$ cat src/rtl/dmcr_pkg.sv
package dmcr_pkg;
	// register indices, 7-bit field of the command word
	localparam logic [6:0] REG_MODE_C      = 7'h14;
	localparam logic [6:0] REG_ZERO_CTRL   = 7'h15;
	localparam logic [6:0] REG_ZERO_STATUS = 7'h16;
	localparam logic [6:0] REG_CHIP_ID     = 7'h17;
	// command word layout
	localparam int CMD_DIR_BIT  = 15;
	localparam int CMD_IDX_HI   = 14;
	localparam int CMD_IDX_LO   = 8;
	// mode_control_c bit positions
	localparam int MC_RESET_BIT = 6;
	localparam int MC_STREAM_BIT = 5;
	localparam int MC_BYPASS_BIT = 4;
	localparam int MC_MONO_BIT  = 3;
	localparam int MC_CHSEL_BIT = 2;
	// zero_flag_control bit positions
	localparam int ZC_PAT_HI    = 2;
	localparam int ZC_PAT_LO    = 1;
	localparam int ZC_MB_BIT    = 0;
	// reset values
	localparam logic [1:0] RST_RATE    = 2'h0;
	localparam logic [1:0] RST_PATTERN = 2'h0;
	localparam logic       RST_MB_EN   = 1'h1;
	// modulator rate codes
	localparam logic [1:0] RATE_X64  = 2'h0;
	localparam logic [1:0] RATE_X32  = 2'h1;
	localparam logic [1:0] RATE_X128 = 2'h2;
	// zero pattern codes
	localparam logic [1:0] PAT_OFF   = 2'h0;
	localparam logic [1:0] PAT_EVEN  = 2'h1;
	localparam logic [7:0] IDLE_PATTERN = 8'h96;
	// soft reset pulse length in cycles
	localparam logic [2:0] SOFT_RESET_CYCLES = 3'h4;
	// arbitrary neutral identifier
	localparam logic [4:0] DEVICE_ID_DEFAULT = 5'h0a;
	// operating mode of the data path
	typedef enum logic [2:0]
	{
		DMCR_MODE_MULTI  = 3'b001,
		DMCR_MODE_BYPASS = 3'b010,
		DMCR_MODE_STREAM = 3'b100
	} dmcr_mode_t;
endpackage

$ cat src/rtl/dmcr_sync.sv
`timescale 1ns/1ps
// two-flop synchroniser for pin inputs
module dmcr_sync
(
	input  wire logic core_clk,
	input  wire logic sys_rst,
	input  wire logic pinIn,
	output logic      pinSync
);
	import dmcr_pkg::*;

	typedef struct packed
	{
		logic stage1;
		logic stage2;
	} dmcr_sync_t;

	dmcr_sync_t state;
	dmcr_sync_t next_state;

	// shift the pin through two stages
	always_comb
	begin
		next_state.stage1 = pinIn;
		next_state.stage2 = state.stage1;
	end

	always_ff @(posedge core_clk or posedge sys_rst)
	begin
		if (sys_rst)
			state <= '0;
		else
			state <= next_state;
	end

	assign pinSync = state.stage2;
endmodule

$ cat src/rtl/dmcr_soft_reset.sv
`timescale 1ns/1ps
// stretches a one-cycle request into a fixed reset pulse
module dmcr_soft_reset
(
	input  wire logic core_clk,
	input  wire logic sys_rst,
	input  wire logic request,
	output logic      resetPulse
);
	import dmcr_pkg::*;

	typedef struct packed
	{
		logic [2:0] count;
		logic       active;
	} dmcr_soft_reset_pulse_t;

	dmcr_soft_reset_pulse_t state;
	dmcr_soft_reset_pulse_t next_state;

	// load on request, count down to the end of the pulse
	always_comb
	begin
		next_state = state;
		if (request && !state.active)
		begin
			next_state.active = 1'b1;
			next_state.count  = SOFT_RESET_CYCLES - 3'h1;
		end
		else if (state.active)
		begin
			if (state.count == 3'h0)
				next_state.active = 1'b0;
			else
				next_state.count = state.count - 3'h1;
		end
	end

	always_ff @(posedge core_clk or posedge sys_rst)
	begin
		if (sys_rst)
			state <= '0;
		else
			state <= next_state;
	end

	assign resetPulse = state.active;
endmodule

$ cat src/rtl/dmcr_regs.sv
`timescale 1ns/1ps
// Contract
// - command bit 15 low means write, high means read.
// - writing one to the reset bit fires one internal reset pulse restoring defaults.
// - stream mode bit, read/write, resets zero, selects one-bit input mode.
// - bypass bit resets zero; set bypasses internal filter for external one.
// - mono bit set runs both channels balanced on one input channel.
// - channel select zero picks left, one right; acts only in mono. Code also uses it outside mono to pick the stream pin.
// - stream mono takes one-bit input from primary data input.
// - rate field 00 x64, 01 x32, 10 x128, 11 reserved; reset 00.
// - in stream mode rate field sets bit clock speed into analog filter.
// - pattern field 00 off, 01 even pattern, 1x hex 96 idle pattern.
// - multibit zero enable resets one; gates flags in multibit and bypass modes.
// - status register read-only, reads direction one, bit1 right, bit0 left.
// - status bits always equal the channel zero flag pins.
// - identifier register returns five-bit device identifier in low bits.
// - in bypass mode rate field means 8, 4, 16 times word clock.
module dmcr_regs
(
	input  wire logic                core_clk,
	input  wire logic                sys_rst,
	input  wire logic [4:0]          deviceIdentifier,
	input  wire logic                cmdValid,
	input  wire logic [15:0]         cmdWord,
	output logic [7:0]               readData,
	output logic                     readValid,
	output logic                     readError,
	input  wire logic                primaryDataPin,
	input  wire logic                rightStreamPin,
	input  wire logic                leftZeroDetect,
	input  wire logic                rightZeroDetect,
	input  wire logic [7:0]          leftStreamByte,
	input  wire logic [7:0]          rightStreamByte,
	output logic                     softResetPulse,
	output dmcr_pkg::dmcr_mode_t     operatingMode,
	output logic                     oneBitStreamMode,
	output logic                     filterBypassMode,
	output logic                     monoMode,
	output logic                     monoChannelSelect,
	output logic [1:0]               modulatorRateSelect,
	output logic [7:0]               oversampleRatio,
	output logic [4:0]               wordClockMultiple,
	output logic                     rateReserved,
	output logic                     streamBitIn,
	output logic [1:0]               bitstreamZeroPatternSelect,
	output logic                     multibitZeroFlagEnable,
	output logic                     leftZeroPin,
	output logic                     rightZeroPin
);
	import dmcr_pkg::*;

	////////////////////////////////////////////////////////////////
	// state

	typedef struct packed
	{
		logic       stream;
		logic       bypass;
		logic       mono;
		logic       chSel;
		logic [1:0] rate;
		logic [1:0] pattern;
		logic       mbEnable;
		logic       leftZero;
		logic       rightZero;
		logic       streamBit;
		logic [7:0] rdData;
		logic       rdValid;
		logic       rdError;
		logic       resetReq;
		logic [4:0] idLatch;
	} dmcr_regs_t;

	dmcr_regs_t state;
	dmcr_regs_t next_state;

	logic       primarySync;
	logic       rightSync;
	logic       isRead;
	logic [6:0] cmdIndex;
	logic [7:0] cmdData;
	logic       leftFlag;
	logic       rightFlag;
	logic       patternEnabled;
	logic       leftPatHit;
	logic       rightPatHit;
	logic       modeWrite;

	////////////////////////////////////////////////////////////////
	// pin synchronisers and reset pulse

	dmcr_sync u_syncPrimary
	(
		.core_clk (core_clk),
		.sys_rst  (sys_rst),
		.pinIn    (primaryDataPin),
		.pinSync  (primarySync)
	);

	dmcr_sync u_syncRight
	(
		.core_clk (core_clk),
		.sys_rst  (sys_rst),
		.pinIn    (rightStreamPin),
		.pinSync  (rightSync)
	);

	// one write of the reset bit gives one stretched pulse
	dmcr_soft_reset u_softReset
	(
		.core_clk   (core_clk),
		.sys_rst    (sys_rst),
		.request    (state.resetReq),
		.resetPulse (softResetPulse)
	);

	////////////////////////////////////////////////////////////////
	// command decode

	// split the command word
	assign isRead   = cmdWord[CMD_DIR_BIT];
	assign cmdIndex = cmdWord[CMD_IDX_HI:CMD_IDX_LO];
	assign cmdData  = cmdWord[7:0];

	// zero detection per mode
	assign patternEnabled = bitstreamZeroPatternSelect != PAT_OFF;
	always_comb
	begin
		if (bitstreamZeroPatternSelect[1])
		begin
			leftPatHit  = leftStreamByte == IDLE_PATTERN;
			rightPatHit = rightStreamByte == IDLE_PATTERN;
		end
		else
		begin
			leftPatHit  = leftStreamByte[0] == leftStreamByte[1] && leftStreamByte[2] == leftStreamByte[3];
			rightPatHit = rightStreamByte[0] == rightStreamByte[1] && rightStreamByte[2] == rightStreamByte[3];
		end
		if (state.stream)
		begin
			leftFlag  = patternEnabled && leftPatHit;
			rightFlag = patternEnabled && rightPatHit;
		end
		else
		begin
			leftFlag  = state.mbEnable && leftZeroDetect;
			rightFlag = state.mbEnable && rightZeroDetect;
		end
	end

	////////////////////////////////////////////////////////////////
	// next state

	always_comb
	begin
		next_state          = state;
		next_state.rdValid  = 1'b0;
		next_state.rdError  = 1'b0;
		next_state.resetReq = 1'b0;
		next_state.leftZero  = leftFlag;
		next_state.rightZero = rightFlag;
		// in mono stream mode the primary pin carries the data
		next_state.streamBit = (state.mono || !state.chSel) ? primarySync : rightSync;
		if (cmdValid && !isRead)
		begin
			case (cmdIndex)
				REG_MODE_C:
				begin
					next_state.resetReq = cmdData[MC_RESET_BIT];
					next_state.stream   = cmdData[MC_STREAM_BIT];
					next_state.bypass   = cmdData[MC_BYPASS_BIT];
					next_state.mono     = cmdData[MC_MONO_BIT];
					next_state.chSel    = cmdData[MC_CHSEL_BIT];
					next_state.rate     = cmdData[1:0];
				end
				REG_ZERO_CTRL:
				begin
					next_state.pattern  = cmdData[ZC_PAT_HI:ZC_PAT_LO];
					next_state.mbEnable = cmdData[ZC_MB_BIT];
				end
				default:
					next_state.rdError = 1'b1;
			endcase
		end
		else if (cmdValid && isRead)
		begin
			next_state.rdValid = 1'b1;
			case (cmdIndex)
				// reset bit always reads zero
				REG_MODE_C:
					next_state.rdData = {2'h0, state.stream, state.bypass, state.mono, state.chSel, state.rate};
				REG_ZERO_CTRL:
					next_state.rdData = {5'h00, state.pattern, state.mbEnable};
				REG_ZERO_STATUS:
					next_state.rdData = {6'h00, state.rightZero, state.leftZero};
				REG_CHIP_ID:
					next_state.rdData = {3'h0, state.idLatch};
				default:
				begin
					next_state.rdData  = 8'h00;
					next_state.rdError = 1'b1;
				end
			endcase
		end
		// soft reset restores every writable field, not the flags, read data or identifier
		if (softResetPulse)
		begin
			next_state.stream   = 1'b0;
			next_state.bypass   = 1'b0;
			next_state.mono     = 1'b0;
			next_state.chSel    = 1'b0;
			next_state.rate     = RST_RATE;
			next_state.pattern  = RST_PATTERN;
			next_state.mbEnable = RST_MB_EN;
		end
		next_state.idLatch = deviceIdentifier;
	end

	// identifier strap is caught after release, not at reset
	always_ff @(posedge core_clk or posedge sys_rst)
	begin
		if (sys_rst)
		begin
			state          <= '0;
			state.rate     <= RST_RATE;
			state.pattern  <= RST_PATTERN;
			state.mbEnable <= RST_MB_EN;
			state.idLatch  <= DEVICE_ID_DEFAULT;
		end
		else
			state <= next_state;
	end

	////////////////////////////////////////////////////////////////
	// outputs

	assign readData                   = state.rdData;
	assign readValid                  = state.rdValid;
	assign readError                  = state.rdError;
	assign oneBitStreamMode           = state.stream;
	assign filterBypassMode           = state.bypass;
	assign monoMode                   = state.mono;
	assign monoChannelSelect          = state.mono & state.chSel;
	assign modulatorRateSelect        = state.rate;
	assign rateReserved               = &state.rate;
	assign streamBitIn                = state.streamBit;
	assign bitstreamZeroPatternSelect = state.pattern;
	assign multibitZeroFlagEnable     = state.mbEnable;
	assign leftZeroPin                = state.leftZero;
	assign rightZeroPin               = state.rightZero;
	assign operatingMode = state.stream ? DMCR_MODE_STREAM : (state.bypass ? DMCR_MODE_BYPASS : DMCR_MODE_MULTI);

	// rate decode per mode; stream mode uses the same ratio for bit clock
	always_comb
	begin
		case (state.rate)
			RATE_X64:  oversampleRatio = 8'd64;
			RATE_X32:  oversampleRatio = 8'd32;
			RATE_X128: oversampleRatio = 8'd128;
			default:   oversampleRatio = 8'd0;
		endcase
		case (state.rate)
			RATE_X64:  wordClockMultiple = 5'd8;
			RATE_X32:  wordClockMultiple = 5'd4;
			RATE_X128: wordClockMultiple = 5'd16;
			default:   wordClockMultiple = 5'd0;
		endcase
		if (!state.bypass)
			wordClockMultiple = 5'd0;
	end

	////////////////////////////////////////////////////////////////
	// checks

	chk_write_dir_read: assert property (@(posedge core_clk) disable iff (sys_rst)
		cmdValid && cmdWord[15] |=> readValid)
		else $error("read command gave no answer");
	chk_reset_pulse_fires: assert property (@(posedge core_clk) disable iff (sys_rst)
		cmdValid && !cmdWord[15] && cmdWord[14:8] == 7'h14 && cmdWord[6] && !softResetPulse |-> ##2 softResetPulse)
		else $error("soft reset pulse missing");
	chk_reset_restores: assert property (@(posedge core_clk) disable iff (sys_rst)
		$fell(softResetPulse) |-> !oneBitStreamMode && !monoMode && modulatorRateSelect == 2'h0 && multibitZeroFlagEnable)
		else $error("soft reset did not restore defaults");
	chk_mode_write: assert property (@(posedge core_clk) disable iff (sys_rst)
		cmdValid && !cmdWord[15] && cmdWord[14:8] == 7'h14 && !softResetPulse |=> oneBitStreamMode == $past(cmdWord[5]))
		else $error("stream mode not written");
	chk_chsel_gated: assert property (@(posedge core_clk) disable iff (sys_rst)
		!monoMode |-> !monoChannelSelect)
		else $error("channel select active outside mono");
	chk_mono_primary: assert property (@(posedge core_clk) disable iff (sys_rst)
		monoMode && $stable(monoMode) |=> streamBitIn == $past(primarySync))
		else $error("mono stream not from primary input");
	chk_rate_decode: assert property (@(posedge core_clk) disable iff (sys_rst)
		modulatorRateSelect == 2'h2 |-> oversampleRatio == 8'd128)
		else $error("rate decode wrong");
	chk_mb_gate: assert property (@(posedge core_clk) disable iff (sys_rst)
		!oneBitStreamMode && !multibitZeroFlagEnable && $stable(multibitZeroFlagEnable) |=> !leftZeroPin && !rightZeroPin)
		else $error("zero flag not suppressed");
	chk_status_pins: assert property (@(posedge core_clk) disable iff (sys_rst)
		cmdValid && cmdWord[15] && cmdWord[14:8] == 7'h16 |=> readData == {6'h00, $past(rightZeroPin), $past(leftZeroPin)})
		else $error("status differs from pins");
	chk_id_read: assert property (@(posedge core_clk) disable iff (sys_rst)
		cmdValid && cmdWord[15] && cmdWord[14:8] == 7'h17 |=> readData[7:5] == 3'h0)
		else $error("identifier upper bits not zero");
	chk_bypass_rate: assert property (@(posedge core_clk) disable iff (sys_rst)
		filterBypassMode && modulatorRateSelect == 2'h1 |-> wordClockMultiple == 5'd4)
		else $error("word clock multiple wrong");

	// a mode write that no soft reset pulse overrides
	assign modeWrite = cmdValid && !isRead && cmdIndex == REG_MODE_C && !softResetPulse;

	chk_write_silent: assert property (@(posedge core_clk) disable iff (sys_rst)
		cmdValid && !cmdWord[CMD_DIR_BIT] |=> !readValid)
		else $error("write command gave a read answer");
	chk_pulse_length: assert property (@(posedge core_clk) disable iff (sys_rst)
		$rose(softResetPulse) |-> softResetPulse [*4] ##1 !softResetPulse)
		else $error("soft reset pulse length wrong");
	chk_bypass_write: assert property (@(posedge core_clk) disable iff (sys_rst)
		modeWrite |=> filterBypassMode == $past(cmdWord[MC_BYPASS_BIT]))
		else $error("bypass mode not written");
	chk_mono_write: assert property (@(posedge core_clk) disable iff (sys_rst)
		modeWrite |=> monoMode == $past(cmdWord[MC_MONO_BIT]))
		else $error("mono mode not written");
	chk_chsel_write: assert property (@(posedge core_clk) disable iff (sys_rst)
		modeWrite |=> monoChannelSelect == ($past(cmdWord[MC_MONO_BIT]) && $past(cmdWord[MC_CHSEL_BIT])))
		else $error("channel select not written");
	chk_rate_write: assert property (@(posedge core_clk) disable iff (sys_rst)
		modeWrite |=> modulatorRateSelect == $past(cmdWord[1:0]))
		else $error("rate field not written");
	chk_stream_zero_off: assert property (@(posedge core_clk) disable iff (sys_rst)
		oneBitStreamMode && bitstreamZeroPatternSelect == PAT_OFF |=> !leftZeroPin && !rightZeroPin)
		else $error("stream zero flag while disabled");
	chk_ro_write_refused: assert property (@(posedge core_clk) disable iff (sys_rst)
		cmdValid && !isRead && (cmdIndex == REG_ZERO_STATUS || cmdIndex == REG_CHIP_ID) |=> readError)
		else $error("write to read-only register not refused");

	cov_soft_reset: cover property (@(posedge core_clk) disable iff (sys_rst) $rose(softResetPulse));
	cov_stream_mono: cover property (@(posedge core_clk) disable iff (sys_rst) oneBitStreamMode && monoMode);
	cov_status_read: cover property (@(posedge core_clk) disable iff (sys_rst)
		readValid && readData[1:0] == 2'h3);
	cov_bypass_x128: cover property (@(posedge core_clk) disable iff (sys_rst)
		filterBypassMode && modulatorRateSelect == RATE_X128);
	cov_write_refused: cover property (@(posedge core_clk) disable iff (sys_rst) readError && !readValid);
endmodule

$ cat config.mk
export PLATFORM = sky130hd
export DESIGN_NAME = dmcr_regs
export DESIGN_NICKNAME = d
export VERILOG_FILES = /design/src/rtl/dmcr_pkg.sv /design/src/rtl/dmcr_sync.sv /design/src/rtl/dmcr_soft_reset.sv /design/src/rtl/dmcr_regs.sv
export SDC_FILE = /design/constraint.sdc
export NUM_CORES = 1
export LEC_CHECK = 0
export ABC_AREA = 1
export BUFFER_PORTS_ARGS = -buffer_cell sky130_fd_sc_hd__buf_2
export CAP_MARGIN = 10
export CORE_UTILIZATION = 50
export DETAILED_ROUTE_END_ITERATION = 16
export PLACE_DENSITY = 0.88
export SKIP_LAST_GASP = 1
export SYNTH_ARGS = -nofsm -noshare
export SYNTH_HDL_FRONTEND = slang
export SYNTH_SLANG_ARGS = --single-unit
$ cat constraint.sdc
create_clock -name core_clk -period 3.04 [get_ports core_clk]
set_input_delay 0.608 -clock core_clk [delete_from_list [all_inputs] [get_ports core_clk]]
set_output_delay 0.608 -clock core_clk [all_outputs]
set_load 0.1 [all_outputs]
Word-level counts from Yosys, hierarchy flattened
Cells that the tools add are included.
- output and inout port bits: 40
- bits of input ports: 44
- register bits after elaboration: 34
- logic and storage cells: 90
- bitwise logic cells: 2
- equal/unequal tests: 13
- reductions and logical operators: 27
- $add $sub $neg: 1
- muxes and demuxes: 26
- operator list (kind ; number):
    $eq A7 B5 Y1 const B ; 4
    $pmux W6 S4 ; 1
    $pmux W8 S3 ; 1
    $mux W9 ; 2
    $eq A8 B8 Y1 const B ; 2
    $pmux W5 S3 ; 1
    $mux W1 ; 12
    $reduce_and A2 Y1 ; 5
    $reduce_bool A2 Y1 ; 5
    $logic_and A1 B1 Y1 ; 9
    $mux W3 ; 3
    $mux W4 ; 2
    $mux W6 ; 1
    $mux W5 ; 1
    $eq A1 B1 Y1 ; 4
    $mux W2 ; 2
    $reduce_or A4 Y1 ; 1
    $logic_not A1 Y1 ; 3
    $logic_not A3 Y1 ; 1
    $sub A3 B1 Y3 const B ; 1
    $eq A2 B1 Y1 const B ; 1
    $eq A2 B2 Y1 const B ; 1
    $logic_not A2 Y1 ; 1
    $ne A2 B1 Y1 const B ; 1
    other kinds (4) ; 4

Logic depth before layout (Yosys ltp)
- depth in word-level cells: 5
- mapped depth: 8

Hierarchy
A second synthesis with hierarchy kept.
- cell total of the unflattened synthesis: 224
- area, all modules: 1858.0 um^2
- modules (own cells, without submodules) (module ; cells each ; sequential area each (um^2) ; area an instance (um^2) ; instances):
    dmcr_regs ; 193 ; 654.4 ; 1536.5 ; 1
    dmcr_soft_reset ; 25 ; 100.1 ; 214.0 ; 1
    dmcr_sync ; 3 ; 50.0 ; 53.8 ; 2

Least setup slack after synthesis
OpenSTA, ideal clock, no wires.
- path type: register to output
- start: register state (netlist bit filterBypassMode)
- end: output port wordClockMultiple[2]
- path slack: -0.834 ns
- stages on the path, launching flop included: 3
- arrival: 3.266 ns
- path through: dfrtp_1 -> inv_1 -> nor3_1
- longest elaborated chain between the ends: 1
- RTL lines (item ; RTL line ; RTL):
    start: declaration ; dmcr_regs.sv:74 ; dmcr_regs_t state;
    start signal: assignment ; dmcr_regs.sv:231 ; state <= next_state;
    $mux W5 ; dmcr_regs.sv:268 ; if (!state.bypass)
    end: declaration ; dmcr_regs.sv:42 ; output logic [4:0] wordClockMultiple,
Every way passes these cells.

Worst setup path after layout
- start: register state (netlist bit modulatorRateSelect[1])
- end: output port wordClockMultiple[4]
- longest elaborated chain between the ends: 3
- RTL lines (item ; RTL line ; RTL):
    $eq A2 B2 Y1 (tied with other cells) ; dmcr_regs.sv:262 ; case (state.rate)
    $pmux W5 S3 * ; dmcr_regs.sv:262 ;
    $mux W5 * ; dmcr_regs.sv:268 ;
Every way passes the cells marked *; elsewhere a longest branch is shown, timed or not.

==> run_results.csv <==
group,metric,value,unit
run_status,status,"completed",
floorplan,coreArea,0.003416,mm²
setup_path,cp.arrival,1600,ps
sta,fin_crit,2203,ps
sta,rsz0062_at_grt,"false",
clocking,postCtsSetupRepairBufs,0,
floorplan,die-area,0.003894,mm²
clocking,htreeDepth,2,
sta,setup_viol,0,
power,p_leak,0.001288,µW
clocking,cts_root_buf,"clkbuf_4",
synthesis,synth.most_common_cell,"nand2_1",
synthesis,ys_top_cells_by_count,"nand2_1, dfrtp_1, inv_1, buf_4, nand3_1",
floorplan,fp.dieW,62.40,µm
setup_path,worst_setup_path_end_kind,"output pin",
synthesis,yosys.area_share.simple,26.89,%
setup_path,crit_fanout,9,
setup_path,worst-path-stages,3,
layout,filler_cell_count,306,
flow_run,drv_cap,0,
sta,finalCritPeriodShare,72.48,%
clocking,insertion_delay,330,ps
synthesis,synth_seq_cells,34,
setup_path,cpLargestDelayFamily,"buffers and inverters",
synthesis,synth_top_family_by_area,"simple AND/OR/NAND/NOR gates",
sta,skew,6.101,ps
placed_design,port-buffer-count,73,
clocking,cts_resized,0,
synthesis,netlist.area_leader.share,42.52,%
global_routing,grt_pass1_wl,6.237,mm
synthesis,synth_flop_cell,"dfrtp_1",
synthesis,ys_types,28,
detailed_routing,remaining_drc_errors,0,
floorplan,start_util,53.41,%
detailed_routing,vias_per_cell,4.682,
clocking,cts_tree,"built",
setup_path,crit_end,"wordClockMultiple[4]",
synthesis,seq_area_frac_synth,46.84,%
layout,multi_input_area,726.9,µm²
detailed_routing,ant_nets,0,
synthesis,synth_fa_ha_area_share,4.115,%
clocking,clock-sinks,34,
clocking,cts-hold-fix-buffers,0,
setup_path,regToRegStartpoint,"u_softReset.state[1]$_DFFE_PP0P_",
floorplan,ioPinCount,84,
layout,syn_to_final_growth,19.55,%
sta,finalWorstSetupSlack,836.7,ps
detailed_routing,wirelength,3.516,mm
synthesis,async_flop_share,100.0,%
placed_design,placed_area,0.002121,mm²
setup_path,path_class,"flop to output pin",
floorplan,fp.dieH,62.40,µm
sta,fmax,453.9,MHz
layout,diodes,0,
placed_design,place_congestion,0.8195,
detailed_routing,dr_total_vias,1531,
setup_path,r2r_cells,8,
synthesis,synth_area_leader_cell,"dfrtp_1",
synthesis,ys.warnings.count,0,
synthesis,synthCells,214,
layout,finalInstanceArea,0.002181,mm²
setup_path,slowest_delay,530,ps
setup_path,crit_start,"modulatorRateSelect[1]$_DFFE_PP0P_",
setup_path,cp-start-kind,"flop",
global_routing,grt_pass1_vias,1473,
setup_path,reg2reg_to,"u_softReset.state[2]$_DFFE_PP0P_",
synthesis,synth_mux_area_share,0,%
placed_design,dp_hpwl,2.786,mm
clocking,clk_pin_slew,100,ps
setup_path,regToRegSetupSlack,1730,ps
global_routing,grtUsageTotal,20.50,%
setup_path,worstPathRequired,2430,ps
synthesis,netlist_top_cells_area,"dfrtp_1, nand2_1, buf_4",
layout,drive_above_1_share,35.59,%
sta,finalHoldViolCount,0,
min_path,hold_class,"primary input to async pin",
synthesis,synth_edf_count,0,
clocking,cts.path.max_buffers,2,
global_routing,grt_start_max_net_pins,35,
floorplan,placementRows,21,
setup_path,path_cells,"inv_1 -> nor3_1 -> buf_2",
power,max-vdd-ir-drop,0.3101,mV
layout,seq_area,854.6,µm²
detailed_routing,routedWlPerCell,10.75,µm
setup_path,worst_path_max_delay_cell,"dfrtp_1",
detailed_routing,dr.pass1.iters,4,
sta,slew_violations,0,
global_routing,grt_antenna_before_repair,0,
synthesis,synth_xor_area_share,0,%
synthesis,synth-compound-area-share,6.722,%
layout,final_nets,330,
synthesis,avgSynthCellArea,8.525,µm²
detailed_routing,drtIter0Drc,49,
setup_path,path_buf_inv,2,
placed_design,dpl_worst_slack,1199,ps
synthesis,synth.cell_area,0.001824,mm²
power,p_per_area,472.7,mW/mm²
sta,setup_tns,0,ps
clocking,numCtsBuffers,5,
global_routing,gr-total-overflow,0,
==> kinds of logic (layout without fill, tap and decap cells) <==
family	count (synthesis)	in the layout
flops	34	34
buf+inv	52	111
compound gates	23	23
simple gates	98	98
fa+ha+maj	6	6
other cells	1	9
==> flip-flops by register name, summed over array words and instances (netlist names), 2 cells and up <==
| register | flops |
|---|---|
| state | 7 |
| readData | 6 |
| u_softReset.state | 3 |
| bitstreamZeroPatternSelect | 2 |
| modulatorRateSelect | 2 |
==> through the flow <==
step / util, % / instances / hold WS (ps) / power [µW]
after floorplan: - / 222 / 331.2 / 738.7
after global placement: 62.09 / 319 / 331.9 / 778.0
after detailed placement: 62.09 / 319 / 337.3 / 783.3
after CTS: 63.85 / 327 / 349.6 / 1039
after global routing: 63.85 / 327 / 332.8 / 1079
final: 63.85 / 327 / 337.5 / 1031
==> routing by layer <==
layer	global-route usage [%]	part of all wire (%)	up-vias
li1	-	-	789
met1	24.40	43	688
met5	0	0	-
met3	5.839	5.1	7
met2	35.46	51	47
met4	6.686	1.3	0
==> power breakdown <==
part | switching [µW] | total (µW) | internal (µW)
clock | 146 | 258 | 112
combinational | 234 | 284 | 50.7
sequential | 15.9 | 489 | 473
==> cells in the final DEF (no fill, tap or decap) <==
master,instances
a21oi_1,5
a31oi_1,1
and3_1,1
buf_2,73
buf_4,1
clkbuf_1,1
clkbuf_4,5
clkbuf_8,1
clkinv_2,1
conb_1,9
dfrtp_1,31
dfstp_2,3
ha_1,6
inv_1,28
inv_2,1
nand2_1,47
nand2_2,5
nand2_4,1
nand3_1,20
nand4_1,2
nor2_1,10
nor2_2,3
nor2_4,3
nor2_8,2
nor3_1,2
nor3_2,1
nor3b_1,1
o211ai_1,1
o21ai_0,9
o21ai_1,5
o22ai_1,1
o31ai_1,1
==> final cells by class <==
type	instances	area share [%]
Sequential cell	34	39.19
Multi-Input combinational cell	136	33.33
Timing Repair Buffer	74	17.10
Inverter	29	4.991
Tap cell	46	2.639
Clock buffer	7	2.524
Clock inverter	1	0.2295
==> how the worst min path moves through the flow <==
stage	startpoint	end	slack, ps	cells past startpoint
after floorplan	u_syncPrimary.next_state[0]$_DFF_PP0_	u_syncPrimary.pinSync$_DFF_PP0_	330	0
after global placement	u_syncRight.next_state[0]$_DFF_PP0_	u_syncRight.pinSync$_DFF_PP0_	330	0
after detailed placement	u_syncPrimary.next_state[0]$_DFF_PP0_	u_syncPrimary.pinSync$_DFF_PP0_	340	0
after CTS	sys_rst	readData[0]$_DFFE_PP0P_	350	3
after global routing	deviceIdentifier[1]	state[1]$_DFF_PP1_	330	1
final	sys_rst	readData[0]$_DFFE_PP0P_	340	3
==> worst register-to-register path: stages, from the launching register on <==
cell     delay (ps)
dfrtp_1         340
inv_1            60
ha_1            200
ha_1            210
nor2_4          130
inv_1            70
nand2_2          80
nor2_1           40
a21oi_1         110
Power figures use the tool's default switching activity.
